==> src/dior_pkg.sv <==
// Purpose: shared constants and types for digital input conditioning
// Assumes: one 20 MHz clock, objects reached by index over a word port
// Notes: object indices are local choices of this block
package dior_pkg;
    // ------------------------------------------------------------
    // sizes and timing
    // ------------------------------------------------------------
    localparam int NUM_IN = 16;
    localparam int WORD_W = 32;
    localparam int NUM_ROUTE = 32;
    localparam int CLK_HZ = 20_000_000;
    localparam int SAMPLE_PERIOD_MS = 1;
    localparam int SAMPLE_CYCLES = CLK_HZ / 1000 * SAMPLE_PERIOD_MS;
    localparam int LEVEL_LSB = 16;
    localparam int SF_NEG_LIMIT = 0;
    localparam int SF_POS_LIMIT = 1;
    localparam int SF_HOME = 2;
    localparam int SF_INTERLOCK = 3;
    localparam int OUT_BRAKE = 0;

    // ------------------------------------------------------------
    // object indices
    // ------------------------------------------------------------
    localparam logic [7:0] IDX_INPUT_WORD = 8'h00;
    localparam logic [7:0] IDX_OUTPUT_WORD = 8'h01;
    localparam logic [7:0] IDX_SF_ENABLE = 8'h10;
    localparam logic [7:0] IDX_POLARITY = 8'h11;
    localparam logic [7:0] IDX_FORCE_EN = 8'h12;
    localparam logic [7:0] IDX_FORCE_VAL = 8'h13;
    localparam logic [7:0] IDX_RAW = 8'h14;
    localparam logic [7:0] IDX_THRESHOLD = 8'h15;
    localparam logic [7:0] IDX_ROUTE_EN = 8'h17;
    localparam logic [7:0] IDX_ROUTE_BASE = 8'h40;
    localparam logic [31:0] RST_WORD = 32'h0000_0000;

    // ------------------------------------------------------------
    // routing source codes
    // ------------------------------------------------------------
    localparam logic [6:0] SRC_ZERO = 7'h00;
    localparam logic [6:0] SRC_PHYS_LO = 7'h01;
    localparam logic [6:0] SRC_PHYS_HI = 7'h10;
    localparam logic [6:0] SRC_HALL_U = 7'h41;
    localparam logic [6:0] SRC_HALL_V = 7'h42;
    localparam logic [6:0] SRC_HALL_W = 7'h43;
    localparam logic [6:0] SRC_ENC_A = 7'h44;
    localparam logic [6:0] SRC_ENC_B = 7'h45;
    localparam logic [6:0] SRC_ENC_IDX = 7'h46;
    localparam logic [6:0] SRC_ETH_ACT = 7'h48;
    localparam int SRC_INV_BIT = 7;

    typedef enum logic [1:0] {
        MODE_DIRECT = 2'b01,
        MODE_ROUTE = 2'b10
    } dior_mode_t;

    typedef struct packed {
        logic [NUM_IN-1:0] phys;
        logic [2:0] hall;
        logic [2:0] enc;
        logic eth_active;
    } dior_pins_t;

    typedef struct packed {
        logic wr;
        logic rd;
        logic [7:0] idx;
        logic [WORD_W-1:0] wdata;
    } dior_obj_req_t;
endpackage : dior_pkg

==> src/dior_top.sv <==
// Purpose: samples, conditions and routes digital inputs into the
//   input word; drives outputs and brake from the output word
// Assumes: pins synchronous to sys_clk; one object access per cycle
// Notes: input word refreshed every enabled clock from sampled pins
//
// How it works
// - special bits low half, levels high half
// - level of I/O n at bit 15+n
// - bit 16 shows input 1 in direct mode and with preloaded routing
// - inputs sampled once per millisecond tick
// - enable gates special bit, not level
// - bits 0-3: limits, home, interlock
// - polarity bit n-1 inverts input n
// - force enable substitutes force value
// - raw register holds unprocessed samples
// - threshold select bits driven to inputs
// - bit 16 processed, bit 0 negative limit
// - writing 1 enters routing mode
// - entering routing preloads equivalent entries
// - entry k+1 feeds input-word bit k
// - source code decode table
// - code bit 7 inverts source
// - interlock low stops motion, raises fault
// - output n follows output-word bit 15+n
// - output-word bit 0 drives brake
`timescale 1ns/100ps
`default_nettype none
module dior_top #(
    parameter int TICK_CYCLES = dior_pkg::SAMPLE_CYCLES
) (
    input wire logic sys_clk,
    input wire logic arst_n,
    input wire logic clk_en,
    input wire dior_pkg::dior_pins_t pins,
    input wire dior_pkg::dior_obj_req_t obj_req,
    output logic [dior_pkg::WORD_W-1:0] obj_rdata,
    output logic obj_rvalid,
    output logic [dior_pkg::WORD_W-1:0] input_word,
    output logic [dior_pkg::NUM_IN-1:0] threshold_sel,
    output logic [dior_pkg::NUM_IN-1:0] out_pins,
    output logic brake_out,
    output logic motion_enable,
    output logic interlock_fault
);
    import dior_pkg::*;

    localparam int CNT_W = $clog2(TICK_CYCLES + 1);
    localparam logic [CNT_W-1:0] CNT_LAST = CNT_W'(TICK_CYCLES - 1);

    // ------------------------------------------------------------
    // state
    // ------------------------------------------------------------
    logic [CNT_W-1:0] tick_cnt_ff;
    dior_pins_t samp_ff;
    logic [WORD_W-1:0] sfe_ff;
    logic [WORD_W-1:0] pol_ff;
    logic [WORD_W-1:0] force_en_ff;
    logic [WORD_W-1:0] force_val_ff;
    logic [WORD_W-1:0] thr_ff;
    logic [WORD_W-1:0] dow_ff;
    logic [WORD_W-1:0] word_ff;
    logic [WORD_W-1:0] rdata_ff;
    logic rvalid_ff;
    logic [NUM_IN-1:0] out_ff;
    logic brake_ff;
    logic motion_ff;
    logic fault_ff;
    dior_mode_t mode_ff;
    logic [7:0] route_ff [NUM_ROUTE];

    // ------------------------------------------------------------
    // decode
    // ------------------------------------------------------------
    wire tick = (tick_cnt_ff == CNT_LAST);
    wire wr = clk_en && obj_req.wr;
    wire wr_sfe = wr && (obj_req.idx == IDX_SF_ENABLE);
    wire wr_pol = wr && (obj_req.idx == IDX_POLARITY);
    wire wr_fen = wr && (obj_req.idx == IDX_FORCE_EN);
    wire wr_fval = wr && (obj_req.idx == IDX_FORCE_VAL);
    wire wr_thr = wr && (obj_req.idx == IDX_THRESHOLD);
    wire wr_dow = wr && (obj_req.idx == IDX_OUTPUT_WORD);
    wire wr_ren = wr && (obj_req.idx == IDX_ROUTE_EN);
    wire in_table = (obj_req.idx >= IDX_ROUTE_BASE) &&
                    (obj_req.idx < IDX_ROUTE_BASE + 8'(NUM_ROUTE));
    wire [4:0] tbl_sel = 5'(obj_req.idx - IDX_ROUTE_BASE);
    wire enter_route = wr_ren && obj_req.wdata[0] &&
                       (mode_ff == MODE_DIRECT);

    // processing order: raw, force, polarity
    wire [NUM_IN-1:0] raw = samp_ff.phys;
    wire [NUM_IN-1:0] forced = (force_en_ff[NUM_IN-1:0] &
                                force_val_ff[NUM_IN-1:0]) |
                               (~force_en_ff[NUM_IN-1:0] & raw);
    wire [NUM_IN-1:0] lvl = forced ^ pol_ff[NUM_IN-1:0];

    // ------------------------------------------------------------
    // routing source select
    // ------------------------------------------------------------
    function automatic logic route_pick(input logic [7:0] code,
                                        input logic [NUM_IN-1:0] lv,
                                        input dior_pins_t p);
        logic [6:0] c;
        logic v;
        c = code[6:0];
        v = 1'b0;
        if (c >= SRC_PHYS_LO && c <= SRC_PHYS_HI) begin
            v = lv[4'(c - SRC_PHYS_LO)];
        end else begin
            case (c)
                SRC_HALL_U: v = p.hall[0];
                SRC_HALL_V: v = p.hall[1];
                SRC_HALL_W: v = p.hall[2];
                SRC_ENC_A: v = p.enc[0];
                SRC_ENC_B: v = p.enc[1];
                SRC_ENC_IDX: v = p.enc[2];
                SRC_ETH_ACT: v = p.eth_active;
                default: v = 1'b0; // constant 0 and unknown codes
            endcase
        end
        return v ^ code[SRC_INV_BIT];
    endfunction : route_pick

    // ------------------------------------------------------------
    // input word assembly, two bits per g_bits entry, one per g_route entry
    // ------------------------------------------------------------
    logic [WORD_W-1:0] direct_word;
    logic [WORD_W-1:0] routed_word;
    logic [WORD_W-1:0] nxt_word;
    genvar gi;
    generate
        for (gi = 0; gi < NUM_IN; gi++) begin : g_bits
            // special function of input gi+1 sits at bit gi
            assign direct_word[gi] = lvl[gi];
            assign direct_word[LEVEL_LSB+gi] = lvl[gi];
            // enable only touches the special half
            assign nxt_word[gi] = sfe_ff[gi] &
                ((mode_ff == MODE_ROUTE) ? routed_word[gi]
                                         : direct_word[gi]);
            assign nxt_word[LEVEL_LSB+gi] = (mode_ff == MODE_ROUTE) ?
                routed_word[LEVEL_LSB+gi] : direct_word[LEVEL_LSB+gi];
        end
        for (gi = 0; gi < NUM_ROUTE; gi++) begin : g_route
            assign routed_word[gi] = route_pick(route_ff[gi], lvl,
                                                samp_ff);
        end
    endgenerate

    // ------------------------------------------------------------
    // read mux
    // ------------------------------------------------------------
    logic [WORD_W-1:0] rd_mux;
    always_comb begin
        rd_mux = RST_WORD;
        if (in_table) begin
            rd_mux = {24'h00_0000, route_ff[tbl_sel]};
        end else begin
            case (obj_req.idx)
                IDX_INPUT_WORD: rd_mux = word_ff;
                IDX_OUTPUT_WORD: rd_mux = dow_ff;
                IDX_SF_ENABLE: rd_mux = sfe_ff;
                IDX_POLARITY: rd_mux = pol_ff;
                IDX_FORCE_EN: rd_mux = force_en_ff;
                IDX_FORCE_VAL: rd_mux = force_val_ff;
                IDX_RAW: rd_mux = {16'h0000, raw};
                IDX_THRESHOLD: rd_mux = thr_ff;
                IDX_ROUTE_EN: rd_mux = {31'h0000_0000,
                                        mode_ff == MODE_ROUTE};
                default: rd_mux = RST_WORD;
            endcase
        end
    end

    // ------------------------------------------------------------
    // sampling tick
    // ------------------------------------------------------------
    always_ff @(posedge sys_clk or negedge arst_n) begin
        if (!arst_n) begin
            tick_cnt_ff <= '0;
            samp_ff <= '0;
        end else if (clk_en) begin
            tick_cnt_ff <= tick ? '0 : tick_cnt_ff + CNT_W'(1);
            if (tick) begin
                samp_ff <= pins;
            end
        end
    end

    // ------------------------------------------------------------
    // configuration objects
    // ------------------------------------------------------------
    always_ff @(posedge sys_clk or negedge arst_n) begin
        if (!arst_n) begin
            sfe_ff <= RST_WORD;
            pol_ff <= RST_WORD;
            force_en_ff <= RST_WORD;
            force_val_ff <= RST_WORD;
            thr_ff <= RST_WORD;
            dow_ff <= RST_WORD;
        end else begin
            if (wr_sfe) sfe_ff <= obj_req.wdata;
            if (wr_pol) pol_ff <= obj_req.wdata;
            if (wr_fen) force_en_ff <= obj_req.wdata;
            if (wr_fval) force_val_ff <= obj_req.wdata;
            if (wr_thr) thr_ff <= obj_req.wdata;
            if (wr_dow) dow_ff <= obj_req.wdata;
        end
    end

    // ------------------------------------------------------------
    // routing mode and table
    // ------------------------------------------------------------
    always_ff @(posedge sys_clk or negedge arst_n) begin
        if (!arst_n) begin
            mode_ff <= MODE_DIRECT;
        end else if (wr_ren) begin
            mode_ff <= obj_req.wdata[0] ? MODE_ROUTE : MODE_DIRECT;
        end
    end

    // preload keeps every bit on its direct source, so the switch
    // is seamless; toggling back and forth loses custom entries
    generate
        for (gi = 0; gi < NUM_ROUTE; gi++) begin : g_tbl
            localparam logic [7:0] DFLT = 8'((gi % NUM_IN) + 1);
            always_ff @(posedge sys_clk or negedge arst_n) begin
                if (!arst_n) begin
                    route_ff[gi] <= 8'h00;
                end else if (enter_route) begin
                    route_ff[gi] <= DFLT;
                end else if (wr && in_table && tbl_sel == 5'(gi)) begin
                    route_ff[gi] <= obj_req.wdata[7:0];
                end
            end
        end
    endgenerate

    // ------------------------------------------------------------
    // word, outputs, interlock, read answer
    // ------------------------------------------------------------
    wire il_block = sfe_ff[SF_INTERLOCK] && !word_ff[SF_INTERLOCK];

    always_ff @(posedge sys_clk or negedge arst_n) begin
        if (!arst_n) begin
            word_ff <= RST_WORD;
            out_ff <= '0;
            brake_ff <= 1'b0;
            motion_ff <= 1'b1;
            fault_ff <= 1'b0;
            rdata_ff <= RST_WORD;
            rvalid_ff <= 1'b0;
        end else if (clk_en) begin
            word_ff <= nxt_word;
            out_ff <= dow_ff[LEVEL_LSB +: NUM_IN];
            brake_ff <= dow_ff[OUT_BRAKE];
            motion_ff <= !il_block;
            fault_ff <= il_block;
            rvalid_ff <= obj_req.rd;
            if (obj_req.rd) rdata_ff <= rd_mux;
        end
    end

    assign obj_rdata = rdata_ff;
    assign obj_rvalid = rvalid_ff;
    assign input_word = word_ff;
    assign threshold_sel = thr_ff[NUM_IN-1:0];
    assign out_pins = out_ff;
    assign brake_out = brake_ff;
    assign motion_enable = motion_ff;
    assign interlock_fault = fault_ff;

    // ------------------------------------------------------------
    // checks
    // ------------------------------------------------------------
    property p_level_direct;
        @(posedge sys_clk) disable iff (!arst_n)
        clk_en && mode_ff == MODE_DIRECT && !force_en_ff[0] && !pol_ff[0]
        |=> word_ff[LEVEL_LSB] == $past(samp_ff.phys[0]);
    endproperty
    a_level_direct: assert property (p_level_direct)
        else $error("level bit 16 differs from sampled input 1");

    property p_sf_gate;
        @(posedge sys_clk) disable iff (!arst_n)
        clk_en && !sfe_ff[SF_NEG_LIMIT] |=> !word_ff[SF_NEG_LIMIT];
    endproperty
    a_sf_gate: assert property (p_sf_gate)
        else $error("special bit set while its enable is off");

    property p_force;
        @(posedge sys_clk) disable iff (!arst_n)
        clk_en && mode_ff == MODE_DIRECT && force_en_ff[1] && !pol_ff[1]
        |=> word_ff[LEVEL_LSB+1] == $past(force_val_ff[1]);
    endproperty
    a_force: assert property (p_force)
        else $error("forced value not seen on input 2");

    property p_polarity;
        @(posedge sys_clk) disable iff (!arst_n)
        clk_en && mode_ff == MODE_DIRECT && !force_en_ff[2] && pol_ff[2]
        |=> word_ff[LEVEL_LSB+2] != $past(samp_ff.phys[2]);
    endproperty
    a_polarity: assert property (p_polarity)
        else $error("normally closed input 3 not inverted");

    property p_sample;
        @(posedge sys_clk) disable iff (!arst_n)
        !(clk_en && tick) |=> $stable(samp_ff);
    endproperty
    a_sample: assert property (p_sample)
        else $error("inputs sampled away from the tick");

    property p_route_const;
        @(posedge sys_clk) disable iff (!arst_n)
        clk_en && mode_ff == MODE_ROUTE && route_ff[LEVEL_LSB] == 8'h80
        |=> word_ff[LEVEL_LSB];
    endproperty
    a_route_const: assert property (p_route_const)
        else $error("inverted constant zero source did not give one");

    property p_route_load;
        @(posedge sys_clk) disable iff (!arst_n)
        enter_route |=> route_ff[0] == 8'h01 &&
                        route_ff[LEVEL_LSB+3] == 8'h04 &&
                        mode_ff == MODE_ROUTE;
    endproperty
    a_route_load: assert property (p_route_load)
        else $error("routing entries not preloaded on entry");

    property p_interlock;
        @(posedge sys_clk) disable iff (!arst_n)
        clk_en && sfe_ff[SF_INTERLOCK] && !word_ff[SF_INTERLOCK]
        |=> !motion_enable && interlock_fault;
    endproperty
    a_interlock: assert property (p_interlock)
        else $error("motion allowed with interlock low");

    property p_outputs;
        @(posedge sys_clk) disable iff (!arst_n)
        wr_dow ##1 clk_en && !wr_dow
        |=> out_pins == $past(obj_req.wdata[31:16], 2) &&
            brake_out == $past(obj_req.wdata[0], 2);
    endproperty
    a_outputs: assert property (p_outputs)
        else $error("outputs do not follow the output word");

    // enable low must hold every register, tick counter included,
    // or a paused controller would drift off its sample grid
    property p_freeze;
        @(posedge sys_clk) disable iff (!arst_n)
        !clk_en |=> $stable(word_ff) && $stable(tick_cnt_ff) &&
                    $stable(dow_ff) && $stable(samp_ff);
    endproperty
    a_freeze: assert property (p_freeze)
        else $error("state moved while the clock enable was low");

    property p_raw_read;
        @(posedge sys_clk) disable iff (!arst_n)
        clk_en && obj_req.rd && obj_req.idx == IDX_RAW
        |=> obj_rvalid && obj_rdata == {16'h0000, $past(samp_ff.phys)};
    endproperty
    a_raw_read: assert property (p_raw_read)
        else $error("raw read differs from the unprocessed sample");

    property p_route_bit0;
        @(posedge sys_clk) disable iff (!arst_n)
        clk_en && mode_ff == MODE_ROUTE && route_ff[0] == 8'h01 &&
        sfe_ff[SF_NEG_LIMIT]
        |=> word_ff[SF_NEG_LIMIT] == $past(lvl[0]);
    endproperty
    a_route_bit0: assert property (p_route_bit0)
        else $error("entry one did not feed input-word bit 0");

    property p_brake;
        @(posedge sys_clk) disable iff (!arst_n)
        clk_en |=> brake_out == $past(dow_ff[OUT_BRAKE]);
    endproperty
    a_brake: assert property (p_brake)
        else $error("brake output does not follow output-word bit 0");
endmodule : dior_top
`default_nettype wire

==> config.mk <==
export PLATFORM = sky130hd
export DESIGN_NAME = dior_top
export DESIGN_NICKNAME = d
export VERILOG_FILES = /design/src/dior_pkg.sv /design/src/dior_top.sv
export SDC_FILE = /design/constraint.sdc
export NUM_CORES = 2
export LEC_CHECK = 0
export BUFFER_PORTS_ARGS = -buffer_cell sky130_fd_sc_hd__buf_2
export CORE_AREA = 4 4 358 360
export DETAILED_ROUTE_END_ITERATION = 10
export DIE_AREA = 0 0 362 364
export HOLD_SLACK_MARGIN = 0.1
export REMOVE_ABC_BUFFERS = 1
export SYNTH_ARGS = -nofsm -noshare
export SYNTH_HDL_FRONTEND = slang
export SYNTH_SLANG_ARGS = --single-unit
==> constraint.sdc <==
create_clock -name sys_clk -period 3.95 [get_ports sys_clk]
set_input_delay 0.5925 -clock sys_clk [delete_from_list [all_inputs] [get_ports sys_clk]]
set_output_delay 0.5925 -clock sys_clk [all_outputs]
set_load 0.01 [all_outputs]
==> results.ini <==
[yosys]
netlist.area_leader.share = 0.3837
yosys_warnings = 0
ys_types = 78
synth_top_area_cell = dfrtp_1
synth_seq_cells = 572
ys_seq_area_frac = 0.3851
synthArstFlopShare = 1.000
syn_area_per_cell_um2 = 10.85
netlist_area_um2 = 37170
synth-edff-count = 0
synth_area_leaders = dfrtp_1, mux4_2, mux2_2
synthCells = 3426
ys.flop_type = dfrtp_1

[sta]
rsz0062_at_grt = false
fin_crit_sh = 0.8819
max_slew.worst_pin.slew_ps = 1364
clock_skew_ps = 17.16
tns_ps = 0
setup_viol = 0
report.final.slew_viol_count = 0
hold_viol_final = 0
maxSlewHeadroom = 0.08639
fin_crit_ps = 3484
holdWs_ps = 214.9
fmax_mhz = 287.1

[die]
die_w_um = 362
die_height_um = 364
initial_core_util = 0.2972
placementRows = 130
ioPinCount = 168
dieArea_um2 = 131800
core_area_um2 = 125100

[cts]
clk_pin_slew_ps = 60
worstSkewPairLatency_ps = 620
cts_max_level = 3
cts.sinks = 572
cts_buffer_depth = 3
root_buffer = clkbuf_16
cts_tree = built
cts_buffers = 67

[critical_path]
crit_start = force_en_ff[15]
arrival_ps = 4010
critPathKind = reg -> reg
endpoint_kind = register
start_kind = register
cp_max_fo = 16
rr_worst_depth = 10
cp.required_ps = 4480
timing.rr.start = force_en_ff[15]

[placed_design]
finalWeightedCongestion = 0.9546
place_inst = 5060
dp_hpwl_um = 92820
postPlaceCellArea_um2 = 40240
portBuffers = 167

[power]
p_leak_nw = 19.36
ir_drop_mv = 0.2492
total_power_mw = 14.72
power_density_nw_per_um2 = 344.8

[global_route]
grt_pass1_wl_um = 202400
globalRoute.totalOverflow = 0
first_global_vias = 29180
grt_max_degree = 122
grt_usage = 0.2023
grt_antenna_before_repair = 13

[detailed_routing]
via_per_inst = 5.904
firstDrtPassIters = 9
via_count = 30640
ant_nets = 0
wl_um = 137500
drt_iter0_drc = 4426
drc_errors = 0
wl_per_cell_um = 26.50

[status]
status = finished, final reports clean

[min_path]
hp-start = pins[16]
hp-class = in -> reg
holdPathStages = 2

[final_layout]
final_cell_count_no_fill = 5190
synthToLayoutAreaGrowth_pct = 14.82
num-fill-cells = 12420
fin_nets = 3677
drive_gt1_frac = 0.2625
finalInstanceArea_um2 = 42680

[job]
maxCapViolCount = 0

-- cell type report --
cell class / instances / area, um^2 / area share
clock buffer: 94 / 1948 / 0.04564
multi-input combinational: 2456 / 21410 / 0.5016
sequential: 572 / 14320 / 0.3355
inverter: 82 / 307.8 / 0.007211
antenna: 8 / 20.02 / 0.0004690
tap: 1650 / 2064 / 0.04837
clock inverter: 27 / 465.4 / 0.01090
timing repair buffer: 301 / 2150 / 0.05036
-- sequential cells by signal, summed over array words and instances (netlist names), 2 cells and up --
| register | count |
|---|---|
| route_ff | 256 |
| dow_ff | 32 |
| force_en_ff | 32 |
| force_val_ff | 32 |
| input_word | 32 |
| obj_rdata | 32 |
| pol_ff | 32 |
| sfe_ff | 32 |
| thr_ff | 32 |
| out_pins | 16 |
| raw | 16 |
| tick_cnt_ff | 15 |
| samp_ff | 7 |
| mode_ff | 2 |
-- metrics by stage --
| step | utilization | worst slack [ps] |
|---|---|---|
| 2_1_floorplan | - | -1432 |
| 3_3_place_gp | 0.3217 | 596.8 |
| 3_5_place_dp | 0.3217 | 584.0 |
| 4_1_cts | 0.3411 | 558.7 |
| 5_1_grt | 0.3411 | 269.1 |
| 6_report | 0.3412 | 466.5 |
-- worst max-delay path, cell delays in order (launching register included) --
cell and delay, ps:
dfrtp_1 410, mux2i_2 190, xnor2_2 1030, buf_4 400, mux4_1 280, mux2i_1 90, nor4_1 190, a311oi_1 120
xnor2_1 330, a21oi_1 160, o22ai_1 180
-- routing by layer --
metal	GRT usage	vias to the layer above	part of all wire
li1	-	12850	-
met2	0.3041	1850	0.44
met5	0	-	0.00035
met1	0.2806	15610	0.41
met3	0.05434	329	0.11
met4	0.07121	8	0.037
-- worst paths after layout --
kind                                   to  slack, ps
min in group asynchronous  tick_cnt_ff[1]        560
max                         input_word[1]        470
max reg2reg                 input_word[1]        470
min reg2reg                 obj_rdata[10]        470
min                                raw[9]        210
max in group asynchronous     route_ff[5]       2290
-- power breakdown --
group	internal (mW)	total, mW	switching, mW
clock network	4.14	6.85	2.71
logic	0.616	1.55	0.931
registers	6.04	6.32	0.278
-- cells in the mapped netlist, types with 10 or more instances --
| master | instances |
|---|---|
| a32oi_1 | 10 |
| mux2i_1 | 255 |
| nor2b_1 | 22 |
| mux4_2 | 164 |
| clkbuf_1 | 234 |
| mux2_2 | 291 |
| o211ai_1 | 18 |
| dfrtp_1 | 570 |
| a22oi_1 | 97 |
| nand2b_1 | 12 |
| a41oi_1 | 13 |
| a221oi_1 | 18 |
| o22ai_1 | 21 |
| nor2_1 | 308 |
| o21ai_0 | 99 |
| a222oi_1 | 42 |
| inv_1 | 82 |
| nand4b_1 | 17 |
| xnor2_1 | 54 |
| xor2_1 | 70 |
| a21o_1 | 24 |
| nand4_1 | 16 |
| mux4_1 | 32 |
| nand3_1 | 101 |
| nand3b_1 | 19 |
| nor4_1 | 13 |
| nand2_1 | 227 |
| a21oi_1 | 121 |
| buf_1 | 37 |
| buf_2 | 14 |
| buf_4 | 20 |
| or3_1 | 15 |
| nor3_1 | 67 |
| a31oi_1 | 51 |
| a2111oi_0 | 17 |
| ha_1 | 129 |
-- placed cells by master (no fill, tap or decap), types with 113 or more instances in the layout --
cell type    n
nor2_1     303
ha_1       129
mux2i_1    255
dfrtp_1    568
a21oi_1    121
mux2_2     291
buf_4      113
mux4_2     164
nand2_1    222
buf_2      163
-- logic make-up after synthesis --
logic type	synth area share
adder cells (fa/ha/maj)	0.04342
flip-flops	0.3851
buffers and inverters	0.04467
XOR/XNOR	0.03009
multiplexers	0.2814
AO/OA/AOI/OAI	0.1070
AND/OR/NAND/NOR	0.1083
-- timing repair --
| item | 4_1_cts | 5_1_grt |
|---|---|---|
| hold endpoints to repair | 60 | 0 |
| hold buffers | 1 | 0 |
| resized for setup | 0 | 0 |
| setup buffers | 0 | 0 |
No activity file was read; power rests on OpenSTA's default activity.
